$ cat src/design/srcs_defs.svh
// constants for the sysref capture status and sync mode block
`ifndef SRCS_DEFS_SVH
`define SRCS_DEFS_SVH
`define SRCS_ADDR_PHASE 10'h129
`define SRCS_ADDR_COUNT 10'h12A
`define SRCS_ADDR_SYNC 10'h1FF
`define SRCS_ADDR_CTRL1 10'h120
`define SRCS_ADDR_TSDLY 10'h123
`define SRCS_CTRL1_CLR_BIT 6
`define SRCS_CTRL1_EDGE_BIT 3
`define SRCS_SYNC_TS_BIT 0
`define SRCS_RESET_BYTE 8'h00
`define SRCS_DIV_PHASES 5'h10
`define SRCS_DLY_MAX 8'h7F
`endif

$ cat src/design/srcs_pkg.sv
// types for the sysref capture status and sync mode block
`default_nettype none
package srcs_pkg;
	typedef enum logic [1:0] {SRCS_OFF, SRCS_CONT, SRCS_NSHOT, SRCS_RSVD} srcs_mode_t;
	typedef struct packed {
		logic [9:0] addr;
		logic [7:0] wdata;
		logic wr;
		logic rd;
	} srcs_bus_t;
	typedef struct packed {
		logic valid;
		logic stamp;
		logic [15:0] data;
	} srcs_sample_t;
endpackage
`default_nettype wire

$ cat src/design/srcs_delay_line.sv
// programmable sample delay line for the sysref timestamp mark
`include "srcs_defs.svh"
`default_nettype none
module srcs_delay_line
(
	// clock and reset
	input wire logic sys_clk_in,
	input wire logic nrst_in,
	// mark in, one per sample
	input wire logic step_in,
	input wire logic mark_in,
	input wire logic [6:0] delay_in,
	// delayed mark
	output logic mark_out
);
	logic [127:0] tap_q;
	logic [127:0] tap_d;

	always_comb
	begin
		tap_d = tap_q;
		if (step_in)
		begin
			tap_d = {tap_q[126:0], mark_in};
		end
	end

	always_ff @(posedge sys_clk_in or negedge nrst_in)
	begin
		if (!nrst_in)
		begin
			tap_q <= '0;
		end
		else
		begin
			tap_q <= tap_d;
		end
	end

	// tap 0 is the previous sample; zero delay passes the current mark straight through
	always_comb
	begin
		mark_out = (delay_in == 7'h00) ? mark_in : tap_q[delay_in - 7'h01];
	end
endmodule
`default_nettype wire

$ cat src/design/srcs_top.sv
// sysref capture status, event counter and chip synchronization mode
//
// Contract
// - capture latches divider phase into 4-bit status
// - phase code counts half-cycle sysref lag
// - 8-bit counter increments per captured sysref
// - counter wraps at 255, no saturation
// - control-1 bit 6 clears the counter
// - sync mode 0 resets all dividers
// - divider phase change drops the link
// - timestamp mode leaves dividers untouched
// - timestamp mode ignores link and monitor
// - timestamp marks sample as output control bit
// - timestamp delayed 0 to 127 samples
//
// Added by the designer: the address-and-strobe port.
`include "srcs_defs.svh"
`default_nettype none
module srcs_top
(
	// clock and reset
	input wire logic sys_clk_in,
	input wire logic nrst_in,
	// register port
	input wire logic [9:0] addr_in,
	input wire logic [7:0] wdata_in,
	input wire logic wr_in,
	input wire logic rd_in,
	output logic [7:0] rdata_out,
	// sysref pin and capture qualifier
	input wire logic sysref_in,
	input wire logic capture_en_in,
	// sample stream
	input wire logic sample_valid_in,
	input wire logic [15:0] sample_in,
	output var srcs_pkg::srcs_sample_t sample_out,
	// divider and link
	output logic [3:0] div_phase_out,
	output logic div_reset_out,
	output logic link_drop_out,
	output logic monitor_sync_out
);
	// ----------------------------------------
	// pin synchroniser and edge detect
	// ----------------------------------------
	logic [2:0] sref_q;
	logic [2:0] sref_d;
	logic capture;

	always_comb
	begin
		sref_d = {sref_q[1:0], sysref_in};
	end

	always_ff @(posedge sys_clk_in or negedge nrst_in)
	begin
		if (!nrst_in)
		begin
			sref_q <= 3'h0;
		end
		else
		begin
			sref_q <= sref_d;
		end
	end

	// ----------------------------------------
	// registers
	// ----------------------------------------
	srcs_pkg::srcs_bus_t bus;
	srcs_pkg::srcs_mode_t mode_q, mode_d;
	logic edge_fall_q, edge_fall_d;
	logic ts_mode_q, ts_mode_d;
	logic [6:0] ts_delay_q, ts_delay_d;
	logic [3:0] phase_q, phase_d;
	logic [7:0] count_q, count_d;
	logic [7:0] rdata_q, rdata_d;
	logic [3:0] div_q, div_d;
	logic div_reset_q, div_reset_d;
	logic link_drop_q, link_drop_d;
	logic mon_q, mon_d;
	logic mark_pend_q, mark_pend_d;
	logic delayed_mark;
	srcs_pkg::srcs_sample_t samp_q, samp_d;

	// ----------------------------------------
	// register decode helpers
	// ----------------------------------------
	function automatic logic hit(input logic [9:0] a, input logic [9:0] r);
		hit = (a == r);
	endfunction

	// unmapped space reads back as zero so software sees no stale data
	function automatic logic [7:0] read_mux(input logic [9:0] a, input logic [3:0] ph,
		input logic [7:0] cnt, input logic ts, input logic ef,
		input srcs_pkg::srcs_mode_t md, input logic [6:0] dly);
		unique case (a)
			`SRCS_ADDR_PHASE: read_mux = {4'h0, ph};
			`SRCS_ADDR_COUNT: read_mux = cnt;
			`SRCS_ADDR_SYNC: read_mux = {7'h00, ts};
			`SRCS_ADDR_CTRL1: read_mux = {4'h0, ef, md, 1'b0};
			`SRCS_ADDR_TSDLY: read_mux = {1'b0, dly};
			default: read_mux = 8'h00;
		endcase
	endfunction

	always_comb
	begin
		bus.addr = addr_in;
		bus.wdata = wdata_in;
		bus.wr = wr_in;
		bus.rd = rd_in;
	end

	// rising edge of sync'd sysref, in any enabled capture mode
	always_comb
	begin
		capture = sref_q[1] & ~sref_q[2] & capture_en_in & (mode_q != srcs_pkg::SRCS_OFF);
	end

	always_comb
	begin
		mode_d = mode_q;
		edge_fall_d = edge_fall_q;
		ts_mode_d = ts_mode_q;
		ts_delay_d = ts_delay_q;
		phase_d = phase_q;
		count_d = count_q;
		rdata_d = 8'h00;
		if (bus.wr && hit(bus.addr, `SRCS_ADDR_CTRL1))
		begin
			mode_d = srcs_pkg::srcs_mode_t'(bus.wdata[2:1]);
			// edge select only takes effect while capture is disabled
			if (mode_q == srcs_pkg::SRCS_OFF)
			begin
				edge_fall_d = bus.wdata[`SRCS_CTRL1_EDGE_BIT];
			end
		end
		if (bus.wr && hit(bus.addr, `SRCS_ADDR_SYNC))
		begin
			ts_mode_d = bus.wdata[`SRCS_SYNC_TS_BIT];
		end
		if (bus.wr && hit(bus.addr, `SRCS_ADDR_TSDLY))
		begin
			ts_delay_d = bus.wdata[6:0];
		end
		if (capture)
		begin
			// half-cycle lag code, edge select adds the half
			phase_d = {div_q[2:0], edge_fall_q};
			count_d = count_q + 8'h01;
		end
		// capture wins over a clear in the same cycle
		if (bus.wr && hit(bus.addr, `SRCS_ADDR_CTRL1) && bus.wdata[`SRCS_CTRL1_CLR_BIT]
			&& !capture)
		begin
			count_d = `SRCS_RESET_BYTE;
		end
		if (bus.rd)
		begin
			rdata_d = read_mux(bus.addr, phase_q, count_q, ts_mode_q, edge_fall_q, mode_q,
				ts_delay_q);
		end
	end

	// ----------------------------------------
	// divider, link and monitor effects
	// ----------------------------------------
	always_comb
	begin
		div_d = div_q + 4'h1;
		div_reset_d = 1'b0;
		link_drop_d = 1'b0;
		mon_d = 1'b0;
		mark_pend_d = 1'b0;
		if (capture && !ts_mode_q)
		begin
			div_d = 4'h0;
			div_reset_d = 1'b1;
			mon_d = 1'b1;
			// a reset landing on phase zero moves nothing, so the link stays up
			link_drop_d = (div_q != 4'h0);
		end
		if (capture && ts_mode_q)
		begin
			mark_pend_d = 1'b1;
		end
		if (mark_pend_q && !sample_valid_in)
		begin
			mark_pend_d = 1'b1;
		end
	end

	// ----------------------------------------
	// sample stream
	// ----------------------------------------
	// an idle cycle keeps the last sample and its stamp; valid says which counts
	always_comb
	begin
		samp_d = samp_q;
		samp_d.valid = sample_valid_in;
		if (sample_valid_in)
		begin
			samp_d.data = sample_in;
			samp_d.stamp = delayed_mark;
		end
	end

	// ----------------------------------------
	// timestamp delay
	// ----------------------------------------
	// marks advance once per valid sample, so the delay counts samples

	srcs_delay_line u_delay
	(
		.sys_clk_in(sys_clk_in),
		.nrst_in(nrst_in),
		.step_in(sample_valid_in),
		.mark_in(mark_pend_q),
		.delay_in(ts_delay_q),
		.mark_out(delayed_mark)
	);

	// ----------------------------------------
	// state registers
	// ----------------------------------------
	// rdata falls back to zero whenever no read is pending
	always_ff @(posedge sys_clk_in or negedge nrst_in)
	begin
		if (!nrst_in)
		begin
			mode_q <= srcs_pkg::SRCS_OFF;
			edge_fall_q <= 1'b0;
			ts_mode_q <= 1'b0;
			ts_delay_q <= 7'h00;
			phase_q <= 4'h0;
			count_q <= 8'h00;
			rdata_q <= 8'h00;
		end
		else
		begin
			mode_q <= mode_d;
			edge_fall_q <= edge_fall_d;
			ts_mode_q <= ts_mode_d;
			ts_delay_q <= ts_delay_d;
			phase_q <= phase_d;
			count_q <= count_d;
			rdata_q <= rdata_d;
		end
	end

	// divider keeps running through a link drop; only a capture re-phases it
	always_ff @(posedge sys_clk_in or negedge nrst_in)
	begin
		if (!nrst_in)
		begin
			div_q <= 4'h0;
			div_reset_q <= 1'b0;
			link_drop_q <= 1'b0;
			mon_q <= 1'b0;
			mark_pend_q <= 1'b0;
		end
		else
		begin
			div_q <= div_d;
			div_reset_q <= div_reset_d;
			link_drop_q <= link_drop_d;
			mon_q <= mon_d;
			mark_pend_q <= mark_pend_d;
		end
	end

	always_ff @(posedge sys_clk_in or negedge nrst_in)
	begin
		if (!nrst_in)
		begin
			samp_q <= '0;
		end
		else
		begin
			samp_q <= samp_d;
		end
	end

	always_comb
	begin
		rdata_out = rdata_q;
		sample_out = samp_q;
		div_phase_out = div_q;
		div_reset_out = div_reset_q;
		link_drop_out = link_drop_q;
		monitor_sync_out = mon_q;
	end
endmodule
`default_nettype wire

$ cat config.mk
export PLATFORM = sky130hd
export DESIGN_NAME = srcs_top
export DESIGN_NICKNAME = d
export VERILOG_FILES = /design/src/design/srcs_pkg.sv /design/src/design/srcs_delay_line.sv /design/src/design/srcs_top.sv
export VERILOG_INCLUDE_DIRS = /design/src /design/src/design
export SDC_FILE = /design/constraint.sdc
export NUM_CORES = 1
export LEC_CHECK = 0
export BUFFER_PORTS_ARGS = -buffer_cell sky130_fd_sc_hd__buf_2
export CAP_MARGIN = 20
export CORE_ASPECT_RATIO = 1.4
export CORE_UTILIZATION = 59
export DETAILED_ROUTE_END_ITERATION = 10
export PLACE_DENSITY = 0.82
export RECOVER_POWER = 100
export SETUP_SLACK_MARGIN = 0.2
export SYNTH_ARGS = -nofsm -noshare
export SYNTH_HDL_FRONTEND = slang
export SYNTH_SLANG_ARGS = --single-unit
$ cat constraint.sdc
create_clock -name sys_clk_in -period 3.5 [get_ports sys_clk_in]
set_input_delay 0.525 -clock sys_clk_in [delete_from_list [all_inputs] [get_ports sys_clk_in]]
set_output_delay 0.525 -clock sys_clk_in [all_outputs]
set_load 0.01 [all_outputs]
==> results.md, run 1 <==
* Dominant cell type by area after synthesis: dfrtp_1
* Worst EP required at 3.78 ns
* RSZ-0062 raised after global routing: false
* Synth cell count leaders: dfrtp_1 (187), mux2_2 (155), nand2_1 (35), mux4_2 (30)
* Fin. Hold Viols at 0
* DIE WIDTH at 103 um
* Clk_lat worst skew at between 0.4 and 0.5 ns
* Ant diodes at 0
* Remaining DRCs at 0
* Setup Buffers After CTS at 0
* LEAKAGE at between 4 and 5 nW
* Area contributors post-synth: dfrtp_1 (56%), mux2_2 (21%), mux4_2 (8.1%)
* Post-layout min period at 2.92 ns
* Largest net degree at the start of global routing at 94
* Yosys reg bits at around 190
* Critical Path AT at ~3.2 ns
* First-pass GRT wire length at ~26000 um
* FF-to-FF setup slack at between 0.5 and 0.6 ns
* Setup ws final at roughly 0.58 ns
* Hold_buf cts at 0
* Most frequent cell after synthesis: dfrtp_1
* Synth Area in Compound Gates at under 10%
* Ys async rst share at 100%
* CTS resizes at 0
* Synth Cell Area at 0.00838 sq mm
* Clock Root Buffer: clkbuf_16
* Max incr delay on CP at slightly above 0.6 ns
* Post-Synthesis Cells at a little under 600
* Final Instance Area at 0.00950 sq mm
* Via-per-instance ratio at about 6
* Netlist cell types at 45
* Total wire length at between 15000 and 20000 um
* Slew Viols, Final at around 180
* I/O Buffers at roughly 70
* Failing checks: max-capacitance violations, max-slew violations
* Setup violations, final at 0
* Tcrit/Tclk final at a little over four fifths
* Hold Path Stages at 1
* Dpl cell area at approximately 0.009 sq mm
* GP Congestion at 0.909
* Pwr dens at around 480 mW/mm^2
* Worst R2R Path Depth at 9
* Worst-path clk slew at approximately 0.07 ns
* Initial antenna violation count at 0
* Final net count at about 700
* Status: finished, violations left
* Total grt overflow at 0
* Post-Synth XOR/XNOR Area at 1.54%
* Mean Syn Cell Area at around 14 sq um
* H-tree depth at 4
* Via Count at 5072
* Skew final at around 0.0099 ns
* Synth warn at 0
* Worst Setup Path Type: reg -> reg
* GR Util All Layers at 22.9%
* Row count at 51
* WHS Endpoint: sref_q[0]
* CP max FO at 21
* Vias in the first global route at between 5000 and 6000
* Worst r2r dst: sample_out[16]
* Number of enable flip-flop cells after synthesis at 0
* Post-DP HPWL at between 10000 and 15000 um
* Clk buf depth at 2
* Worst-margin pin slew at about 2.3 ns
* Die H at about 140 um
* Top cell type's share of synthesized area at around 56%
* Peak VDD IR at 0.295 mV
* Mux cell area share after synthesis at approximately 31%
* HP Start: sysref_in
* Top Family by Delay on Critical Path: multiplexers
* Initial Util at ~60%
* DRT iter0 DRCs at between 200 and 250
* Max cap viols at 2
* Slew Limit Headroom at -51.8%
* Startpoint Class: register
* Setup TNS Final at 0 ns
* Adder-cell share of the synthesized area at less than 1%
* Share of cells above drive strength 1 at between 40% and 50%
* Sequential element share of the synthesized area at between 50% and 60%
* Crit path buffers/inverters at 2
* Synth Area in Simple Gates at between 6 and 7%
* Most used DFF post-synth: dfrtp_1
* Critical path, cell by cell: inv_1 > ha_1 > xor2_2 > buf_4 > mux4_1 > mux2i_1 > o211ai_2 > a2111oi_2 > o22ai_1
* Core ar. at around 0.014 sq mm
* Worst slack, placed at a little over 0.6 ns
* Post-Syn Nets at approximately 630
* Worst hold path class: in -> reg
* Antenna Nets Post-Route at 0
* Initial DRT Pass Iterations at 4
* Critical path's slowest cell: mux4_1
* Sink Count at 187
* Combinational family with the most area after synthesis: multiplexers
* Area grow syn2layout at 13.3%
* CTS tree: yes
* CP endpoint kind: register
* I/O pins at 74
* DIE AREA at 0.0147 sq mm
* Routed wire length per instance at approximately 18 um
* Pwr Total at between 0.004 and 0.005 W
* Worst reg2reg startpoint: ts_delay_q[1]
* Max Freq at 0.342 GHz
* Cts bufs inserted at 17
state kept, by name, summed over array words and instances (netlist names):
name and flops:
monitor_sync_out 1, link_drop_out 1, ts_mode_q 1, count_q 8, ts_delay_q 7, mark_pend_q 1, phase_q 4, edge_fall_q 1
rdata_out 8, mode_q 2, div_phase_out 4, sref_q 3, sample_out 18, u_delay.tap_q 128
worst max-delay path by stage:
stage	start	slack [ns]	endpoint	cells past startpoint
after floorplan	ts_delay_q[0]	0.61	sample_out[16]	12
after global placement	ts_delay_q[0]	0.70	sample_out[16]	9
after detailed placement	ts_delay_q[1]	0.62	sample_out[16]	9
after CTS	ts_delay_q[1]	0.58	sample_out[16]	9
after global routing	ts_delay_q[1]	0.47	sample_out[16]	9
final	ts_delay_q[1]	0.58	sample_out[16]	9
kinds of logic after synthesis:
group	after synthesis
compound gates	37
flops	187
xor+xnor	13
simple gates	106
mux	197
buf+inv	36
fa+ha+maj	4
per-layer routing:
layer	share of wire [%]	global-route usage, %	vias to the layer above
li1	-	-	2281
met1	40	26.3	2646
met2	55	41.3	117
met3	3.4	4.99	28
met4	2.2	8.45	0
met5	0	0	-
metrics by stage:
stage	hold WS, ns	std cells	utilization (%)
after CTS	0.156	849	68.8
after floorplan	0.229	580	-
after global routing	0.190	849	68.3
after detailed placement	0.341	818	64.5
after global placement	0.335	818	64.5
final	0.204	849	68.3
power breakdown:
group / internal [W] / switching, W
Clock: 0.00113 / 0.000812
Combinational: 0.000156 / 0.000190
Sequential: 0.00223 / 0.0000649
placed cells by master, fill, tap and decap left out, drive strengths merged, types with 5 or more instances in the layout:
| cell | n |
|---|---|
| dfrtp | 187 |
| mux2 | 155 |
| clkbuf | 58 |
| buf | 45 |
| nand2 | 35 |
| mux4 | 32 |
| nor2 | 21 |
| nor3 | 11 |
| mux2i | 10 |
| o21ai | 10 |
| nand3 | 9 |
| inv | 8 |
| a21oi | 7 |
| nand4 | 7 |
| xor2 | 7 |
| xnor2 | 6 |
| a22o | 5 |
final cells by class:
class                           count  area (sq um)
Timing Repair Buffer               84           434
Multi-Input combinational cell    357          3530
Tap cell                          185           231
Inverter                            5          18.8
Sequential cell                   187          4680
Clock inverter                     12           164
Fill cell                         996          4410
Clock buffer                       19           433
Note: power is estimated with default switching activity, not from simulation.
==> run 2, diff against run 1 <==
==> constraint.sdc (replaced) <==
create_clock -name sys_clk_in -period 2.8 [get_ports sys_clk_in]
set_input_delay 0.42 -clock sys_clk_in [delete_from_list [all_inputs] [get_ports sys_clk_in]]
set_output_delay 0.42 -clock sys_clk_in [all_outputs]
set_load 0.01 [all_outputs]
==> run 2 against run 1 <==
Largest cell class unchanged. Critical path depth shrank 6. First-iteration DRC count grew 4.0%. Global-route usage grew 0.50 points. Count of clock-buffer cells in the layout increased by 4. The flow still finishes with violations (max-capacitance violations, max-slew violations). Largest power group unchanged. Sequential share of layout area shrank 0.17 points.
==> results.md, run 2 (synthesis gave the netlist of run 1 again) <==
* Via-per-instance ratio at 5.88 (was 5.97)
* LEAKAGE at 4.53 nW (was 4.51 nW)
* Multi-input gate area at 0.00355 sq mm (was 0.00353 sq mm)
* Worst setup path start: sample_valid_in (was ts_delay_q[1])
* DIE AREA at 0.0147 sq mm (unchanged)
* Via Count at 5071 (was 5072)
* Largest net degree at the start of global routing at 93 (was 94)
* Pwr dens at 590 mW/mm^2 (was 483 mW/mm^2)
* Area grow syn2layout at 13.7% (was 13.3%)
* DRT iter0 DRCs at 209 (was 201)
* I/O Buffers at 72 (unchanged)
* Commonest non-fill, non-tap cell in the layout: dfrtp_1 (unchanged)
* Top reg by flops: u_delay.tap_q (unchanged)
* Fill count at 993 (was 996)
* Worst reg2reg startpoint: ts_delay_q[1] (unchanged)
* CP endpoint kind: register (unchanged)
* Tcrit/Tclk final at 90.9%
* Status: finished, violations left (unchanged)
* Slew Limit Headroom at -49.8% (was -51.8%)
* Worst-margin pin slew at 2.25 ns (was 2.28 ns)
* Die H at 143 um (unchanged)
* Post-DP HPWL at 10400 um (about the same)
* Sink Count at 187 (unchanged)
* CTS tree: yes (unchanged)
* Startpoint Class: primary input (was register)
* Worst slack, placed at 0.242 ns (was 0.623 ns)
* Antenna Nets Post-Route at 0 (unchanged)
* Initial antenna violation count at 0 (unchanged)
* Slew Viols, Final at 93 (was 175)
* Worst hold path class: in -> reg (unchanged)
* Final Core Density at 68.5% (was 68.3%)
* Most frequent cells in the layout: dfrtp_1 (186), mux2_2 (154), clkbuf_1 (41), buf_2 (37), nand2_1 (35) (was dfrtp_1 (186), mux2_2 (155), clkbuf_1 (37), buf_2 (37), nand2_1 (35))
* Max FFs per register at 128 (unchanged)
* First-pass GRT wire length at 26000 um (was 25600 um)
* Ant diodes at 0 (unchanged)
* Worst-path clk slew at 0.07 ns (about the same)
* I/O pins at 74 (unchanged)
* Setup TNS Final at 0 ns (unchanged)
* H-tree depth at 4 (unchanged)
* Critical Path AT at 2.86 ns (was 3.20 ns)
* Initial Util at 60.3% (unchanged)
* RSZ-0062 raised after global routing: false (unchanged)
* Clk_lat worst skew at 0.43 ns (about the same)
* Post-layout min period at between 2 and 3 ns
* Skew final at 0.00869 ns (was 0.00992 ns)
* Initial DRT Pass Iterations at 5 (was 4)
* Routed wire length per instance at 18.1 um (was 18.5 um)
* Core ar. at 0.0139 sq mm (unchanged)
* Setup violations, final at 0 (unchanged)
* Worst EP required at 3.11 ns (was 3.78 ns)
* CP max FO at 59 (was 21)
* Final net count at 710 (was 697)
* GP Congestion at 0.924 (was 0.909)
* HP Start: sysref_in (unchanged)
* Clock Root Buffer: clkbuf_16 (unchanged)
* Max Freq at just under 0.4 GHz
* Total grt overflow at 0 (unchanged)
* Vias in the first global route at 5293 (was 5302)
* Row count at 51 (unchanged)
* Storage element area at 0.00468 sq mm (unchanged)
* Fin. Hold Viols at 0 (unchanged)
* Clk buf depth at 2 (unchanged)
* Share of cells above drive strength 1 at 41.7% (was 40.7%)
* Cts bufs inserted at 17 (unchanged)
* GR Util All Layers at 23.4% (was 22.9%)
* Setup ws final at 0.255 ns (was 0.578 ns)
* Max cap viols at 1 (was 2)
* Failing checks: max-capacitance violations, max-slew violations (unchanged)
* DIE WIDTH at 103 um (unchanged)
* Remaining DRCs at 0 (unchanged)
* Peak VDD IR at 0.338 mV (was 0.295 mV)
* Worst Setup Path Type: in -> reg (was reg -> reg)
* Total wire length at 15600 um (was 15700 um)
-- run 2: cell count changes in the layout (fill, tap and decap cells not counted), moves of 4 or more --
cell and delta:
buf_4 +7, clkbuf_1 +4, clkbuf_2 +4, clkbuf_8 +4
-- run 2: per-layer routing --
layer / global-route usage [%] / part of all wire [%] / vias up
met5: 0 / 0 / -
met4: 9.04 / 2.3 / 0
met3: 6.02 / 4.2 / 21
met2: 40.0 / 53 / 133
met1: 28.2 / 41 / 2605
li1: - / - / 2312
-- run 2: what timing repair did --
action / CTS / global route
hold buffers: 0 / 0
setup buffers: 0 / 3
endpoints found under the setup margin: 0 / 1
endpoints found under the hold margin: 0 / 0
gates resized for setup: 0 / 3
-- run 2: stage by stage --
step	std cells	area (sq um)	power, W	hold WS (ns)
6_report	863	9530	0.00563	0.0914
5_1_grt	863	9530	0.00585	0.0709
4_1_cts	860	9620	0.00570	0.0718
3_5_place_dp	828	9040	0.00338	0.341
3_3_place_gp	828	9040	0.00335	0.334
2_1_floorplan	580	8430	0.00317	0.124
-- run 2: path summary, 6_finish.rpt --
check | end | slack, ns | depth (start not counted)
max | u_delay.tap_q[89] | 0.25 | 3
min | sref_q[0] | 0.09 | 1
max reg2reg | sample_out[16] | 0.34 | 9
min reg2reg | sref_q[1] | 0.36 | 0
max in group asynchronous | u_delay.tap_q[92] | 0.63 | 2
min in group asynchronous | u_delay.tap_q[126] | 0.67 | 1
-- run 2: where the power goes --
group          switching [W]  internal [W]
logic               0.000241      0.000197
clock network       0.000996       0.00132
registers          0.0000749       0.00279
total                0.00131       0.00431
-- run 2: cell type report --
cell class	instances	share of cell area, %
Clock buffer	23	5.12
Tap cell	185	2.43
Inverter	5	0.197
Timing Repair Buffer	97	4.96
Sequential cell	187	49.1
Clock inverter	9	0.919
Multi-Input combinational cell	357	37.3
-- run 2: critical path, cell delays in order --
cell      delay (ns)
clkbuf_2        1.01
buf_2           0.96
mux2_2          0.42
==> run 3, diff against run 2 <==
--- a/config.mk
+++ b/config.mk
@@ -6,7 +6,7 @@
 export SDC_FILE = /design/constraint.sdc
 export NUM_CORES = 1
 export LEC_CHECK = 0
-export BUFFER_PORTS_ARGS = -buffer_cell sky130_fd_sc_hd__buf_2
+export BUFFER_PORTS_ARGS = -buffer_cell sky130_fd_sc_hd__clkbuf_2
 export CAP_MARGIN = 20
 export CORE_ASPECT_RATIO = 1.4
 export CORE_UTILIZATION = 59
==> run 3 against run 2 <==
The flow still finishes with violations (max-capacitance violations, max-slew violations). Critical endpoint is now u_delay.tap_q[79]. Clock power grew 9.1%. Non-clock buffer count is 5 lower. Clock skew is 0.0028 ns lower. Combinational power grew 1%. First-iteration DRC count down 1.9%. Die area unchanged. Sequential cell count is the same. Sequential share of layout area is 0.43 points lower. Largest cell class unchanged. Highest routed layer unchanged. Hold slack better by 0.0098 ns. Via count increased by 0.79%. Power up 3.8%.
==> results.md, run 3 (synthesis gave the netlist of run 1 again) <==
* Status: finished, violations left (unchanged)
* Failing checks: max-capacitance violations, max-slew violations (unchanged)
* Clock Root Buffer: clkbuf_16 (unchanged)
* Multi-input gate area at 0.00356 sq mm (was 0.00355 sq mm)
* Remaining DRCs at 0 (unchanged)
* Via Count at 5111 (was 5071)
* GP Congestion at 0.919 (was 0.924)
* Max Freq at 0.396 GHz (was 0.393 GHz)
* Critical path's slowest cell: clkbuf_2 (unchanged)
* Clk_lat worst skew at 0.43 ns (about the same)
* GR Util All Layers at 23.8% (was 23.4%)
* Post-Place Cells at 823 (was 828)
* I/O Buffers at 72 (unchanged)
* Post-DP HPWL at 10400 um (about the same)
* Pwr dens at 607 mW/mm^2 (was 590 mW/mm^2)
* Initial Util at 60.3% (unchanged)
* I/O pins at 74 (unchanged)
* Initial antenna violation count at 0 (unchanged)
* Combinational fraction of design power at 7.6% (was 7.8%)
* Die H at 143 um (unchanged)
* Startpoint Class: primary input (unchanged)
* Critical path, cell by cell: clkbuf_2 > clkbuf_4 > mux2_2 (was clkbuf_2 > buf_2 > mux2_2)
* Final Core Density at 69.1% (was 68.5%)
* Commonest non-fill, non-tap cell in the layout: dfrtp_1 (unchanged)
* Fill count at 1004 (was 993)
* Setup violations, final at 0 (unchanged)
* Storage element area at 0.00468 sq mm (about the same)
* CTS tree: yes (unchanged)
* Clk pwr share at 43.3% (was 41.2%)
* Final non-filler cell total at 858 (was 863)
* Top reg by flops: u_delay.tap_q (unchanged)
* Worst-path clk slew at 0.06 ns (was 0.07 ns)
* P_int at 0.00452 W (was 0.00431 W)
* Initial DRT Pass Iterations at 5 (unchanged)
* Pwr Total at 0.00584 W (was 0.00563 W)
* CP endpoint kind: register (unchanged)
* FF-to-FF setup slack at 0.30 ns (was 0.34 ns)
* Largest net degree at the start of global routing at 68 (was 93)
* Routed wire length per instance at 18.6 um (was 18.1 um)
* Vias in the first global route at 5436 (was 5293)
* Core ar. at 0.0139 sq mm (unchanged)
* RSZ-0062 raised after global routing: false (unchanged)
* CP max FO at 65 (was 59)
* Post-layout min period at 2.53 ns (was 2.55 ns)
* DRT iter0 DRCs at 205 (was 209)
* Max incr delay on CP at 1.01 ns (about the same)
* Clk buf depth at 2 (unchanged)
* Row count at 51 (unchanged)
* Tcrit/Tclk final at 90.3% (was 90.9%)
* Net Sw Frac at 22.7% (was 23.3%)
* Via-per-instance ratio at 5.96 (was 5.88)
* Share of cells above drive strength 1 at 42.1% (was 41.7%)
* Total grt overflow at 0 (unchanged)
* NetSw at 0.00132 W (was 0.00131 W)
* DIE AREA at 0.0147 sq mm (unchanged)
* Sink Count at 187 (unchanged)
* WHS at 0.101 ns (was 0.0914 ns)
* Final net count at 705 (was 710)
* Worst Setup Path Type: in -> reg (unchanged)
* LEAKAGE at 4.56 nW (was 4.53 nW)
* First-pass GRT wire length at 26400 um (was 26000 um)
* Slew Viols, Final at 63 (was 93)
* Fin. Hold Viols at 0 (unchanged)
* Cts bufs inserted at 17 (unchanged)
* DIE WIDTH at 103 um (unchanged)
* Antenna Nets Post-Route at 0 (unchanged)
* Worst EP required at 3.11 ns (about the same)
* Max cap viols at 1 (unchanged)
* Max FFs per register at 128 (unchanged)
* Ant diodes at 0 (unchanged)
* Area grow syn2layout at 14.7% (was 13.7%)
* Slew Limit Headroom at -8.65% (was -49.8%)
* H-tree depth at 4 (unchanged)
* Flop pwr share at 49.1% (was 51.0%)
* Total wire length at 16000 um (was 15600 um)
* Setup TNS Final at 0 ns (unchanged)
* Most frequent cells in the layout: dfrtp_1 (185), mux2_2 (154), clkbuf_2 (39), clkbuf_1 (36), nand2_1 (35) (was dfrtp_1 (186), mux2_2 (154), clkbuf_1 (41), buf_2 (37), nand2_1 (35))
* Critical Path AT at 2.84 ns (was 2.86 ns)
* Skew final at 0.00592 ns (was 0.00869 ns)
* Peak VDD IR at 0.454 mV (was 0.338 mV)
* Worst hold path class: in -> reg (unchanged)
* Worst-margin pin slew at 1.63 ns (was 2.25 ns)
## run 3: power by group through the flow
stage	combinational [W]	sequential [W]	clock [W]
global placement	0.000443	0.00291	0
global route	0.000491	0.00288	0.00267
finish	0.000444	0.00287	0.00253
floorplan	0.000246	0.00292	0
detailed placement	0.000457	0.00292	0
CTS	0.000463	0.00287	0.00256
## run 3: worst max-delay path: cells and delay by family
family	cells	cell delay, ns
buffers and inverters	2	1.94
muxes	1	0.42
## run 3: per-stage QoR
| stage | setup WS (ns) | area (sq um) |
|---|---|---|
| final | 0.272 | 9620 |
| after global routing | 0.129 | 9620 |
| after CTS | 0.203 | 9680 |
| after detailed placement | 0.154 | 9030 |
| after global placement | 0.222 | 9030 |
| after floorplan | 0.201 | 8430 |
## run 3: final cells by class
type	instances	area share, %
Clock inverter	10	1.42
Inverter	5	0.195
Timing Repair Buffer	92	5.11
Tap cell	185	2.41
Multi-Input combinational cell	357	37.0
Clock buffer	22	5.14
Sequential cell	187	48.7
## run 3: layer usage
layer | global-route usage (%) | up-vias | routed length, um
li1 | - | 2296 | -
met4 | 10.7 | 0 | 378
met1 | 27.6 | 2647 | 6390
met2 | 41.6 | 144 | 8650
met5 | 0 | - | 0
met3 | 5.24 | 24 | 554
## run 3: what timing repair did
item | in CTS | in global routing
buffers inserted | 1 | 1
endpoints found under the hold margin | 15 | 0
pin swaps | 0 | 2
hold buffers | 1 | 0
resized for setup | 1 | 8
endpoints found under the setup margin | 1 | 1
## run 3: final timing paths
check	from	endpoint	cells after the start
min in group asynchronous	nrst_in	u_delay.tap_q[4]	2
worst min-delay path	sysref_in	sref_q[0]	1
max in group asynchronous	nrst_in	ts_delay_q[1]	3
worst min register to register	sref_q[0]	sref_q[1]	0
worst max-delay path	sample_valid_in	u_delay.tap_q[79]	3
worst max register to register	ts_delay_q[0]	sample_out[16]	7
